--- config.mk ---
export PLATFORM = sky130hd
export DESIGN_NAME = urb_receiver
export DESIGN_NICKNAME = d
export VERILOG_FILES = /design/src/urb_pkg.sv /design/src/urb_rx_fifo.sv /design/src/urb_receiver.sv
export SDC_FILE = /design/constraint.sdc
export NUM_CORES = 1
export LEC_CHECK = 0
export BUFFER_PORTS_ARGS = -buffer_cell sky130_fd_sc_hd__buf_2
export CAP_MARGIN = 5
export CORE_UTILIZATION = 61
export CTS_BUF_LIST = sky130_fd_sc_hd__clkbuf_4 sky130_fd_sc_hd__clkbuf_8
export CTS_CLUSTER_DIAMETER = 50
export DETAILED_ROUTE_END_ITERATION = 12
export PLACE_DENSITY = 0.88
export SLEW_MARGIN = 20
export SYNTH_ARGS = -nofsm -noshare
export SYNTH_HDL_FRONTEND = slang
export SYNTH_SLANG_ARGS = --single-unit
--- constraint.sdc ---
create_clock -name clk -period 5.5 [get_ports clk]
set_clock_uncertainty 0.2 [all_clocks]
set_input_delay 0.275 -clock clk [delete_from_list [all_inputs] [get_ports clk]]
set_output_delay 0.275 -clock clk [all_outputs]
set_load 0.02 [all_outputs]
--- src/urb_pkg.sv ---
// Shared constants and types for the serial receive buffer block.
// Assumes a single system clock and an AXI4-Lite master with 32-bit data.
package urb_pkg;

  // Register byte offsets
  localparam logic [7:0] ADDR_STATUS = 8'h00;
  localparam logic [7:0] ADDR_CTRL2  = 8'h04;
  localparam logic [7:0] ADDR_CTRL3  = 8'h08;
  localparam logic [7:0] ADDR_DATA   = 8'h0C;
  localparam logic [7:0] ADDR_BAUD   = 8'h10;

  // Status register bit positions
  localparam int STAT_DONE    = 7;
  localparam int STAT_STOPERR = 4;
  localparam int STAT_LOST    = 3;
  localparam int STAT_PARERR  = 2;
  localparam int STAT_DBL     = 1;
  // Second control register bit positions
  localparam int CTRL2_IRQEN = 7;
  localparam int CTRL2_RXON  = 4;
  localparam int CTRL2_CSZ2  = 2;
  localparam int CTRL2_RX9   = 1;
  // Third control register bit positions
  localparam int CTRL3_PEN  = 5;
  localparam int CTRL3_PODD = 4;
  localparam int CTRL3_SBS  = 3;
  localparam int CTRL3_CSZ1 = 2;
  localparam int CTRL3_CSZ0 = 1;

  // Sampling figures per bit
  localparam logic [4:0] SPB_NORMAL        = 5'h10;
  localparam logic [4:0] SPB_DOUBLE        = 5'h08;
  localparam logic [4:0] VOTE_FIRST_NORMAL = 5'h08;
  localparam logic [4:0] VOTE_FIRST_DOUBLE = 5'h04;
  localparam logic [4:0] VOTE_SPAN         = 5'h02;
  localparam logic [2:0] CSZ_NINE          = 3'h7;

  // Reset values
  localparam logic [15:0] BAUD_DIV_RESET = 16'h0003;
  localparam logic [7:0]  CTRL_RESET     = 8'h00;

  // AXI responses
  localparam logic [1:0] RESP_OKAY   = 2'h0;
  localparam logic [1:0] RESP_SLVERR = 2'h2;

  // One buffered character with its flags
  typedef struct packed {
    logic       ninth;
    logic       stopErr;
    logic       overrun;
    logic       parErr;
    logic [7:0] data;
  } urb_entry_s;

  localparam int ENTRY_W = $bits(urb_entry_s);

  // Receiver states, Gray from idle to stop with parity; data to stop without parity and stop back to idle flip two bits
  typedef enum logic [2:0] {
    ST_IDLE  = 3'h0,
    ST_START = 3'h1,
    ST_DATA  = 3'h3,
    ST_PAR   = 3'h2,
    ST_STOP  = 3'h6
  } urb_state_e;

endpackage : urb_pkg

--- src/urb_rx_fifo.sv ---
// Small first-in first-out store for received characters.
// Assumes one clock; flush empties it at once, pop and push may coincide.
`timescale 1ns/100ps
module urb_rx_fifo import urb_pkg::*; #(
  parameter int WIDTH = ENTRY_W,
  parameter int DEPTH = 2
) (
  input  wire logic             clk,
  input  wire logic             rst_n,
  input  wire logic             flush,
  input  wire logic             wrValid,
  input  wire logic [WIDTH-1:0] wrData,
  output logic                  wrReady,
  input  wire logic             rdPop,
  output logic                  rdValid,
  output logic      [WIDTH-1:0] rdData
);

  localparam int AW = (DEPTH > 1) ? $clog2(DEPTH) : 1;

  generate
    if (DEPTH < 2 || (1 << AW) != DEPTH) begin : g_bad_depth
      $error("urb_rx_fifo depth must be a power of two, at least 2");
    end
  endgenerate

  logic [WIDTH-1:0] mem_r [DEPTH];
  logic [AW-1:0]    wrPtr_r;
  logic [AW-1:0]    rdPtr_r;
  logic [AW:0]      count_r;
  logic             push;
  logic             pop;

  // Handshake terms
  assign wrReady = (count_r != AW'(0) + (AW+1)'(DEPTH));
  assign rdValid = (count_r != '0);
  assign push    = wrValid && wrReady && !flush;
  assign pop     = rdPop && rdValid && !flush;
  assign rdData  = mem_r[rdPtr_r];  // Storage is flops, so this read is combinational

  ////////////////////////////////////////////////////////////////////////////
  // Storage, no reset needed since count guards it
  always_ff @(posedge clk) begin
    if (push) begin
      mem_r[wrPtr_r] <= wrData;
    end
  end

  // Pointers and fill level
  always_ff @(posedge clk or negedge rst_n) begin
    if (!rst_n) begin
      wrPtr_r <= '0;
      rdPtr_r <= '0;
      count_r <= '0;
    end else if (flush) begin
      wrPtr_r <= '0;
      rdPtr_r <= '0;
      count_r <= '0;
    end else begin
      if (push) begin
        wrPtr_r <= wrPtr_r + AW'(1);
      end
      if (pop) begin
        rdPtr_r <= rdPtr_r + AW'(1);
      end
      if (push && !pop) begin
        count_r <= count_r + (AW+1)'(1);
      end else if (pop && !push) begin
        count_r <= count_r - (AW+1)'(1);
      end
    end
  end

endmodule : urb_rx_fifo

--- src/urb_receiver.sv ---
// Serial receiver with two-entry character buffer and AXI4-Lite registers.
// Assumes rxLine is synchronous to clk and one AXI4-Lite master.
// What this block does
// Software reads the ninth bit before the low data byte.
// Reading the data location pops the buffer and shows the next entry.
// Receive-done flag is one exactly while an unread character is buffered.
// Clearing receiver enable flushes the buffer and drops receive-done.
// Interrupt request follows receive-done while both enables are set.
// Handler must read the data to stop the interrupt repeating.
// Error flags travel with their character and show for the head entry.
// Writes never alter the three error flags; software writes zeros.
// Error flags never raise an interrupt.
// Stop-bit error is set when the first stop bit samples low.
// Only the first stop bit is checked, whatever the stop setting.
// Overrun records a start bit seen while buffer full and one waiting.
// Overrun clears once a frame moves into the buffer.
// Parity checked only when enabled; odd select picks the sense.
// Parity error only if checked and failed; zero when checking disabled.
// Disabling the receiver abandons the frame in progress at once.
// With the receiver off the serial pin is handed back.
// To discard data, software reads data until receive-done is zero.
// Sampling aligns to each start edge and votes every bit.
// Sixteen samples per bit, eight in double speed.
// Start samples 8-10 or 4-6 voted; high majority rejects the start.
// Each bit decided by majority of its three centre samples.
// After the first stop bit the frame moves to the buffer.
// Odd select zero means even parity, one means odd parity.
// Buffer is a two-entry queue holding character and flags together.
`timescale 1ns/100ps
module urb_receiver import urb_pkg::*; #(
  parameter int DIV_W = 12,
  parameter int DEPTH = 2
) (
  input  wire logic        clk,
  input  wire logic        rst_n,
  input  wire logic        awvalid,
  output logic             awready,
  input  wire logic [7:0]  awaddr,
  input  wire logic        wvalid,
  output logic             wready,
  input  wire logic [31:0] wdata,
  input  wire logic [3:0]  wstrb,
  output logic             bvalid,
  input  wire logic        bready,
  output logic [1:0]       bresp,
  input  wire logic        arvalid,
  output logic             arready,
  input  wire logic [7:0]  araddr,
  output logic             rvalid,
  input  wire logic        rready,
  output logic [31:0]      rdata,
  output logic [1:0]       rresp,
  input  wire logic        rxLine,
  input  wire logic        globalIrqEn,
  output logic             rxDoneIrq,
  output logic             rxPinOverride
);

  generate
    if (DIV_W < 1 || DIV_W > 16) begin : g_bad_div
      $error("urb_receiver divider width must be 1 to 16");
    end
  endgenerate

  ////////////////////////////////////////////////////////////////////////////
  // Declarations
  logic             awHeld_r, wHeld_r, bvalid_r, rvalid_r;
  logic [7:0]       awAddr_r;
  logic [31:0]      wData_r, rdata_r, readMux;
  logic [3:0]       wStrb_r;
  logic [1:0]       bresp_r, rresp_r;
  logic             doWrite, doRead, dataPop, readHit;
  logic             irqEn_r, rxOn_r, dblSpeed_r, pen_r, podd_r, sbs_r;
  logic [2:0]       csz_r;
  logic [DIV_W-1:0] baudDiv_r, divCnt_r;
  logic             tick;
  urb_state_e       state_r;
  logic [4:0]       sampCnt_r, spb, voteFirst, voteLast;
  logic [3:0]       bitIdx_r, nBits;
  logic [1:0]       votes_r;
  logic             vote, inWindow, voteNow, bitEnd, startDet, frameDone;
  logic [8:0]       shreg_r;
  logic             parBit_r, parUse_r, lost_r, lostSet;
  urb_entry_s       pend_r, wrEntry, head, shown;
  logic             pendValid_r, fifoPush, fifoWrReady, rxDone;

  ////////////////////////////////////////////////////////////////////////////
  // AXI write channel: address and data taken in either order
  assign awready = !awHeld_r && !bvalid_r;
  assign wready  = !wHeld_r && !bvalid_r;
  assign doWrite = awHeld_r && wHeld_r && !bvalid_r;
  assign bvalid  = bvalid_r;
  assign bresp   = bresp_r;

  always_ff @(posedge clk or negedge rst_n) begin
    if (!rst_n) begin
      awHeld_r <= 1'b0;
      wHeld_r  <= 1'b0;
      awAddr_r <= 8'h00;
      wData_r  <= 32'h0000_0000;
      wStrb_r  <= 4'h0;
    end else begin
      if (awvalid && awready) begin
        awHeld_r <= 1'b1;
        awAddr_r <= awaddr;
      end else if (doWrite) begin
        awHeld_r <= 1'b0;
      end
      if (wvalid && wready) begin
        wHeld_r <= 1'b1;
        wData_r <= wdata;
        wStrb_r <= wstrb;
      end else if (doWrite) begin
        wHeld_r <= 1'b0;
      end
    end
  end

  // Write response, unmapped offsets answer SLVERR
  always_ff @(posedge clk or negedge rst_n) begin
    if (!rst_n) begin
      bvalid_r <= 1'b0;
      bresp_r  <= RESP_OKAY;
    end else if (doWrite) begin
      bvalid_r <= 1'b1;
      bresp_r  <= (awAddr_r[7:2] <= ADDR_BAUD[7:2]) ? RESP_OKAY : RESP_SLVERR;
    end else if (bready) begin
      bvalid_r <= 1'b0;
    end
  end

  // Control fields; status flags are not writable
  always_ff @(posedge clk or negedge rst_n) begin
    if (!rst_n) begin
      irqEn_r   <= CTRL_RESET[CTRL2_IRQEN];
      rxOn_r    <= CTRL_RESET[CTRL2_RXON];
      dblSpeed_r <= CTRL_RESET[STAT_DBL];
      pen_r     <= CTRL_RESET[CTRL3_PEN];
      podd_r    <= CTRL_RESET[CTRL3_PODD];
      sbs_r     <= CTRL_RESET[CTRL3_SBS];
      csz_r     <= 3'h0;
      baudDiv_r <= BAUD_DIV_RESET[DIV_W-1:0];
    end else if (doWrite && wStrb_r[0]) begin
      case (awAddr_r[7:2])
        ADDR_STATUS[7:2]: dblSpeed_r <= wData_r[STAT_DBL];
        ADDR_CTRL2[7:2]: begin
          irqEn_r  <= wData_r[CTRL2_IRQEN];
          rxOn_r   <= wData_r[CTRL2_RXON];
          csz_r[2] <= wData_r[CTRL2_CSZ2];
        end
        ADDR_CTRL3[7:2]: begin
          pen_r      <= wData_r[CTRL3_PEN];
          podd_r     <= wData_r[CTRL3_PODD];
          sbs_r      <= wData_r[CTRL3_SBS];  // Stored only, never checked
          csz_r[1:0] <= {wData_r[CTRL3_CSZ1], wData_r[CTRL3_CSZ0]};
        end
        ADDR_BAUD[7:2]: baudDiv_r <= wData_r[DIV_W-1:0];
        default: ;
      endcase
    end
  end

  ////////////////////////////////////////////////////////////////////////////
  // AXI read channel; a data read pops the buffer
  assign arready = !rvalid_r;
  assign doRead  = arvalid && arready;
  assign readHit = (araddr[7:2] <= ADDR_BAUD[7:2]);
  assign dataPop = doRead && (araddr[7:2] == ADDR_DATA[7:2]) && rxDone;
  assign rvalid  = rvalid_r;
  assign rdata   = rdata_r;
  assign rresp   = rresp_r;

  // Empty buffer reads as zero, never as stale or unset storage
  assign shown = rxDone ? head : '0;

  // Register readback; flags shown for the head entry only
  always_comb begin
    readMux = 32'h0000_0000;
    case (araddr[7:2])
      ADDR_STATUS[7:2]: begin
        readMux[STAT_DONE]    = rxDone;
        readMux[STAT_STOPERR] = shown.stopErr;
        readMux[STAT_LOST]    = shown.overrun;
        readMux[STAT_PARERR]  = shown.parErr;
        readMux[STAT_DBL]     = dblSpeed_r;
      end
      ADDR_CTRL2[7:2]: begin
        readMux[CTRL2_IRQEN] = irqEn_r;
        readMux[CTRL2_RXON]  = rxOn_r;
        readMux[CTRL2_CSZ2]  = csz_r[2];
        readMux[CTRL2_RX9]   = shown.ninth;
      end
      ADDR_CTRL3[7:2]: begin
        readMux[CTRL3_PEN]  = pen_r;
        readMux[CTRL3_PODD] = podd_r;
        readMux[CTRL3_SBS]  = sbs_r;
        readMux[CTRL3_CSZ1] = csz_r[1];
        readMux[CTRL3_CSZ0] = csz_r[0];
      end
      ADDR_DATA[7:2]: readMux[7:0] = shown.data;
      ADDR_BAUD[7:2]: readMux[DIV_W-1:0] = baudDiv_r;
      default: readMux = 32'h0000_0000;
    endcase
  end

  // Read data held until the master takes it
  always_ff @(posedge clk or negedge rst_n) begin
    if (!rst_n) begin
      rvalid_r <= 1'b0;
      rdata_r  <= 32'h0000_0000;
      rresp_r  <= RESP_OKAY;
    end else if (doRead) begin
      rvalid_r <= 1'b1;
      rdata_r  <= readMux;
      rresp_r  <= readHit ? RESP_OKAY : RESP_SLVERR;
    end else if (rready) begin
      rvalid_r <= 1'b0;
    end
  end

  ////////////////////////////////////////////////////////////////////////////
  // Sample tick: one per divider period
  assign tick = rxOn_r && (divCnt_r == '0);

  always_ff @(posedge clk or negedge rst_n) begin
    if (!rst_n) begin
      divCnt_r <= '0;
    end else if (!rxOn_r || divCnt_r == '0) begin
      divCnt_r <= baudDiv_r;
    end else begin
      divCnt_r <= divCnt_r - DIV_W'(1);
    end
  end

  // Samples per bit and centre window
  assign spb       = dblSpeed_r ? SPB_DOUBLE : SPB_NORMAL;
  assign voteFirst = dblSpeed_r ? VOTE_FIRST_DOUBLE : VOTE_FIRST_NORMAL;
  assign voteLast  = voteFirst + VOTE_SPAN;
  assign nBits     = (csz_r == CSZ_NINE) ? 4'h9 : {2'b00, csz_r[1:0]} + 4'h5;
  assign inWindow  = (sampCnt_r >= voteFirst) && (sampCnt_r <= voteLast);
  assign voteNow   = tick && (sampCnt_r == voteLast);
  assign bitEnd    = tick && (sampCnt_r == spb);
  // Two of three wins; filters short glitches on the line
  assign vote      = (votes_r[1] & votes_r[0]) | (votes_r[1] & rxLine) | (votes_r[0] & rxLine);
  assign startDet  = tick && (state_r == ST_IDLE) && !rxLine;
  assign frameDone = voteNow && (state_r == ST_STOP);

  // Centre sample history
  always_ff @(posedge clk or negedge rst_n) begin
    if (!rst_n) begin
      votes_r <= 2'h0;
    end else if (tick && inWindow) begin
      votes_r <= {votes_r[0], rxLine};
    end
  end

  ////////////////////////////////////////////////////////////////////////////
  // Frame recovery state machine, restarted on every start edge
  always_ff @(posedge clk or negedge rst_n) begin
    if (!rst_n) begin
      state_r   <= ST_IDLE;
      sampCnt_r <= 5'h00;
      bitIdx_r  <= 4'h0;
      shreg_r   <= 9'h000;
      parBit_r  <= 1'b0;
      parUse_r  <= 1'b0;
    end else if (!rxOn_r) begin
      state_r   <= ST_IDLE;
      sampCnt_r <= 5'h00;
    end else if (tick) begin
      sampCnt_r <= (sampCnt_r == spb) ? 5'h01 : sampCnt_r + 5'h01;
      case (state_r)
        ST_IDLE: begin
          if (!rxLine) begin
            state_r   <= ST_START;
            sampCnt_r <= 5'h02;  // Edge sample counts as sample one
            shreg_r   <= 9'h000;
            parUse_r  <= pen_r;
          end
        end
        ST_START: begin
          if (voteNow && vote) begin
            state_r <= ST_IDLE;
          end else if (bitEnd) begin
            state_r  <= ST_DATA;
            bitIdx_r <= 4'h0;
          end
        end
        ST_DATA: begin
          if (voteNow) begin
            shreg_r[bitIdx_r] <= vote;
          end
          if (bitEnd) begin
            bitIdx_r <= bitIdx_r + 4'h1;
            if (bitIdx_r == nBits - 4'h1) begin
              state_r <= parUse_r ? ST_PAR : ST_STOP;
            end
          end
        end
        ST_PAR: begin
          if (voteNow) begin
            parBit_r <= vote;
          end
          if (bitEnd) begin
            state_r <= ST_STOP;
          end
        end
        ST_STOP: begin
          if (voteNow) begin
            state_r <= ST_IDLE;
          end
        end
        default: state_r <= ST_IDLE;
      endcase
    end
  end

  ////////////////////////////////////////////////////////////////////////////
  // Completed frame waits here until a buffer slot frees
  always_ff @(posedge clk or negedge rst_n) begin
    if (!rst_n) begin
      pendValid_r <= 1'b0;
      pend_r      <= '0;
    end else if (!rxOn_r) begin
      pendValid_r <= 1'b0;
    end else if (frameDone) begin
      pendValid_r  <= 1'b1;
      pend_r.data  <= shreg_r[7:0];
      pend_r.ninth <= (nBits == 4'h9) && shreg_r[8];
      pend_r.stopErr <= !vote;
      pend_r.overrun <= 1'b0;
      pend_r.parErr  <= parUse_r && ((^shreg_r ^ parBit_r) != podd_r);
    end else if (fifoPush) begin
      pendValid_r <= 1'b0;
    end
  end

  // Lost-frame marker; a set beats a clear in the same cycle
  assign lostSet = startDet && pendValid_r && !fifoWrReady;

  always_ff @(posedge clk or negedge rst_n) begin
    if (!rst_n) begin
      lost_r <= 1'b0;
    end else if (!rxOn_r) begin
      lost_r <= 1'b0;
    end else begin
      lost_r <= lostSet || (lost_r && !fifoPush);
    end
  end

  // Entry written with the overrun state at transfer time
  always_comb begin
    wrEntry     = pend_r;
    wrEntry.overrun = lost_r;
  end

  assign fifoPush = pendValid_r && fifoWrReady && rxOn_r;

  // Character buffer, flushed while the receiver is off
  urb_rx_fifo #(
    .WIDTH (ENTRY_W),
    .DEPTH (DEPTH)
  ) u_fifo (
    .clk     (clk),
    .rst_n   (rst_n),
    .flush   (!rxOn_r),
    .wrValid (pendValid_r),
    .wrData  (wrEntry),
    .wrReady (fifoWrReady),
    .rdPop   (dataPop),
    .rdValid (rxDone),
    .rdData  (head)
  );

  // Only receive-done reaches the interrupt, never the error flags
  assign rxDoneIrq     = irqEn_r && globalIrqEn && rxDone;
  assign rxPinOverride = rxOn_r;
endmodule : urb_receiver

==> flow_metrics.py <==
metrics = {
    "clock_tree": {
        "cts_tree": "yes",
        "cts_setup_buffers": 0,
        "clock_path_buffers": 2,
        "path_clk_slew_ps": 70,
        "root_buffer": "clkbuf_8",
        "clk_latency_ps": 450,
        "htree_levels": 4,
        "cts.sinks": 136,
        "cts_buffers": 17,
    },
    "setup_path": {
        "crit_arrival_ps": 2880,
        "crit_type": "register to register",
        "cp-end-kind": "register",
        "worstPathMaxFanout": 14,
        "critPathLaunchType": "register",
        "cp.required_ps": 5640,
    },
    "worst_hold_path": {
        "hold_path_class": "primary input to register",
    },
    "finish": {
        "num_antenna_cells": 0,
        "fin_nets": 724,
        "layout-drive-gt1-share_pct": 26.6,
        "fin_area_um2": 7650,
        "syn_to_final_growth_pct": 13.5,
    },
    "sta": {
        "finalSetupViolCount": 0,
        "period_share_pct": 49.9,
        "worst_pin_slew_ps": 835,
        "final_hold_viol_count": 0,
        "max_freq_ghz": 0.364,
        "finalCriticalPeriod_ps": 2750,
        "slew-limit-headroom_pct": 44.2,
        "drv_slew": 0,
        "fin_setup_tns_ps": 0,
        "rsz0062_at_grt": "false",
    },
    "placed_design": {
        "hpwl_um": 9920,
        "postPlaceCellArea_um2": 7010,
        "port-buffer-count": 54,
        "gp_congestion": 0.923,
    },
    "synth": {
        "yosysWarnings": 0,
        "synth_edf_count": 24,
        "synth_compound_area_share_pct": 10.7,
        "synthFlopType": "dfrtp_1",
        "yosys.area_share.simple_pct": 14.0,
        "ys_async_sr_fraction_pct": 82.4,
        "synth_cells": 574,
        "yosysTopAreaCell": "dfrtp_1",
        "synth.avg_cell_area_um2": 11.7,
        "ys_seq_area_share_pct": 52.3,
        "synth.distinct_cells": 70,
        "synth_top_area_share_pct": 40.9,
        "yosys.area_share.adder_pct": 2.75,
        "synth_xor_area_share_pct": 4.03,
        "synth_top_family_by_area": "simple AND/OR/NAND/NOR gates",
        "syn-cell-area_um2": 6740,
        "synth_mux_area_share_pct": 11.0,
        "ys_seq_elements": 136,
        "synthTopCellsByArea": "dfrtp_1 41%, edfxtp_1 11%, mux2_2 9.5%",
    },
    "route": {
        "wl_um": 14800,
        "drt_pass1_iterations": 5,
        "drt_iter0_markers": 405,
        "ant_nets": 0,
        "wl_per_cell_um": 18.5,
        "drc": 0,
        "vias": 4791,
        "vias_per_cell": 5.97,
    },
    "power": {
        "switchingPower_w": 0.00138,
        "p_seq_share_pct": 40.4,
        "swShare_pct": 38.2,
        "p_comb_share_pct": 36.2,
        "internal_power_w": 0.00223,
        "p_leak_nw": 3.44,
        "clkPwrFrac_pct": 23.4,
        "ir_worst_vdd_uv": 403,
        "powerDensity_nw_per_um2": 472,
    },
    "die": {
        "die_area_um2": 11500,
        "die_x_um": 107,
        "core_um2": 10800,
        "ioPinCount": 104,
        "initial_utilization_pct": 62.4,
        "rows": 38,
        "dieHeight_um": 107,
    },
    "global_routing": {
        "grt_pass1_vias": 4857,
        "grt_max_degree": 64,
        "antenna_found_initial": 0,
        "grt.total_usage_pct": 27.5,
        "grt.overflow.total": 0,
        "grt_pass1_wl_um": 23600,
    },
    "status": {
        "status": "finished, final reports clean",
    },
    "flow_run": {
        "maxCapViolations": 0,
    },
}
-- repair_timing --
action                                 4_1_cts  5_1_grt
resized for setup                            0        0
hold buffers                                23        0
setup endpoints to repair                    0        0
endpoints found under the hold margin       82        0
-- cells by family (layout without fill, tap and decap cells) --
family	after synthesis	count (layout)
and+or+nand+nor	155	155
AOI/OAI and AO/OA	110	110
other	1	22
xor gates and xnor gates	31	31
muxes	64	64
adders and majority gates	15	15
buffers and inverters	62	129
DFF	136	136
-- registers in the layout, summed over array words and instances, names as in the netlist, 2 cells and up --
register / cells
u_fifo.mem_r: 24
baudDiv_r: 12
divCnt_r: 12
rdata: 12
wData_r: 12
pend_r: 11
shreg_r: 9
awAddr_r: 6
sampCnt_r: 5
bitIdx_r: 4
csz_r: 3
state_r: 3
u_fifo.count_r: 2
votes_r: 2
-- power groups by stage --
stage	combinational, W	clock, W	sequential (W)
2_1_floorplan	0.00103	0	0.00141
3_3_place_gp	0.00117	0	0.00144
3_5_place_dp	0.00124	0	0.00146
4_1_cts	0.00128	0.000851	0.00145
5_1_grt	0.00142	0.000903	0.00148
6_report	0.00131	0.000845	0.00146
-- cells in the mapped netlist (3+ instances only) --
| library cell | instances |
|---|---|
| and3_1 | 4 |
| a31oi_1 | 11 |
| nor2b_1 | 5 |
| buf_2 | 11 |
| o21ai_0 | 24 |
| and2_1 | 3 |
| and4_1 | 3 |
| nor4_4 | 3 |
| a21o_1 | 5 |
| clkbuf_1 | 8 |
| nor3b_1 | 5 |
| inv_1 | 18 |
| or3_1 | 3 |
| nor2_1 | 26 |
| edfxtp_1 | 24 |
| buf_4 | 22 |
| xnor2_1 | 20 |
| a21oi_1 | 15 |
| a22oi_1 | 5 |
| nor3_1 | 11 |
| nor3_4 | 3 |
| a41oi_1 | 3 |
| nand3b_1 | 5 |
| nand2_1 | 47 |
| dfrtp_1 | 110 |
| o21ai_1 | 18 |
| a221oi_1 | 5 |
| xor2_1 | 11 |
| nand4_1 | 4 |
| nand3_1 | 10 |
| mux2_2 | 57 |
| nand2b_1 | 5 |
| a211oi_1 | 4 |
| ha_1 | 14 |
| mux2_4 | 6 |
-- worst max-delay path, cell delays in order, from the launching register on --
cell and delay [ps]:
dfrtp_1 490, inv_1 80, ha_1 320, and4bb_1 260, nand2_1 200, nor3_4 670, mux2_2 410
-- final cells by class --
cell class,count,area [um^2]
inverter,18,67.6
sequential,136,3530
tap,140,175
clock inverter,13,153
clock buffer,19,255
timing repair buffer,79,518
fill,681,3150
multi-input combinational,397,2950
-- placed cells by master (no fill, tap or decap), types with 6 or more instances in the layout --
master,n
dfrtp_1,110
mux2_2,57
buf_2,53
nand2_1,47
nor2_1,26
o21ai_0,24
edfxtp_1,24
dlygate4sd3_1,23
conb_1,22
xnor2_1,20
inv_1,18
o21ai_1,18
clkbuf_8,18
a21oi_1,15
ha_1,14
xor2_1,11
a31oi_1,11
nor3_1,10
nand3_1,10
mux2_4,6
-- per-stage QoR --
step	hold slack (ps)	setup slack (ps)	util, %	std cells	power, W
2_1_floorplan	-221	3050	-	595	0.00244
3_3_place_gp	191	2890	64.9	747	0.00261
3_5_place_dp	207	2820	64.9	747	0.00270
4_1_cts	21.7	2770	70.8	802	0.00358
5_1_grt	40.5	2640	70.9	802	0.00380
6_report	48.6	2750	70.9	802	0.00361
-- final timing paths --
check                                       start                      endpoint  slack (ps)  cells past startpoint
max                        dblSpeed_r$_DFFE_PN0P_         pend_r[1]$_DFFE_PN0P_        2750                      6
min                                     araddr[3]          rdata[1]$_DFFE_PN0P_          50                      4
max reg2reg                dblSpeed_r$_DFFE_PN0P_         pend_r[1]$_DFFE_PN0P_        2750                      6
min reg2reg                 pend_r[2]$_DFFE_PN0P_  u_fifo.mem_r[1][2]$_DFFE_PP_         280                      0
max in group asynchronous                   rst_n      baudDiv_r[7]$_DFFE_PN0P_        3700                      3
min in group asynchronous                   rst_n          rdata[8]$_DFFE_PN0P_         270                      2
-- per-layer routing --
| layer | part of all wire, % | global-route usage [%] |
|---|---|---|
| met5 | 0 | 0 |
| met4 | 3.7 | 13.1 |
| met3 | 6.2 | 7.29 |
| met2 | 50 | 45.5 |
| met1 | 40 | 33.4 |
Note: power is estimated with default switching activity, not from simulation.
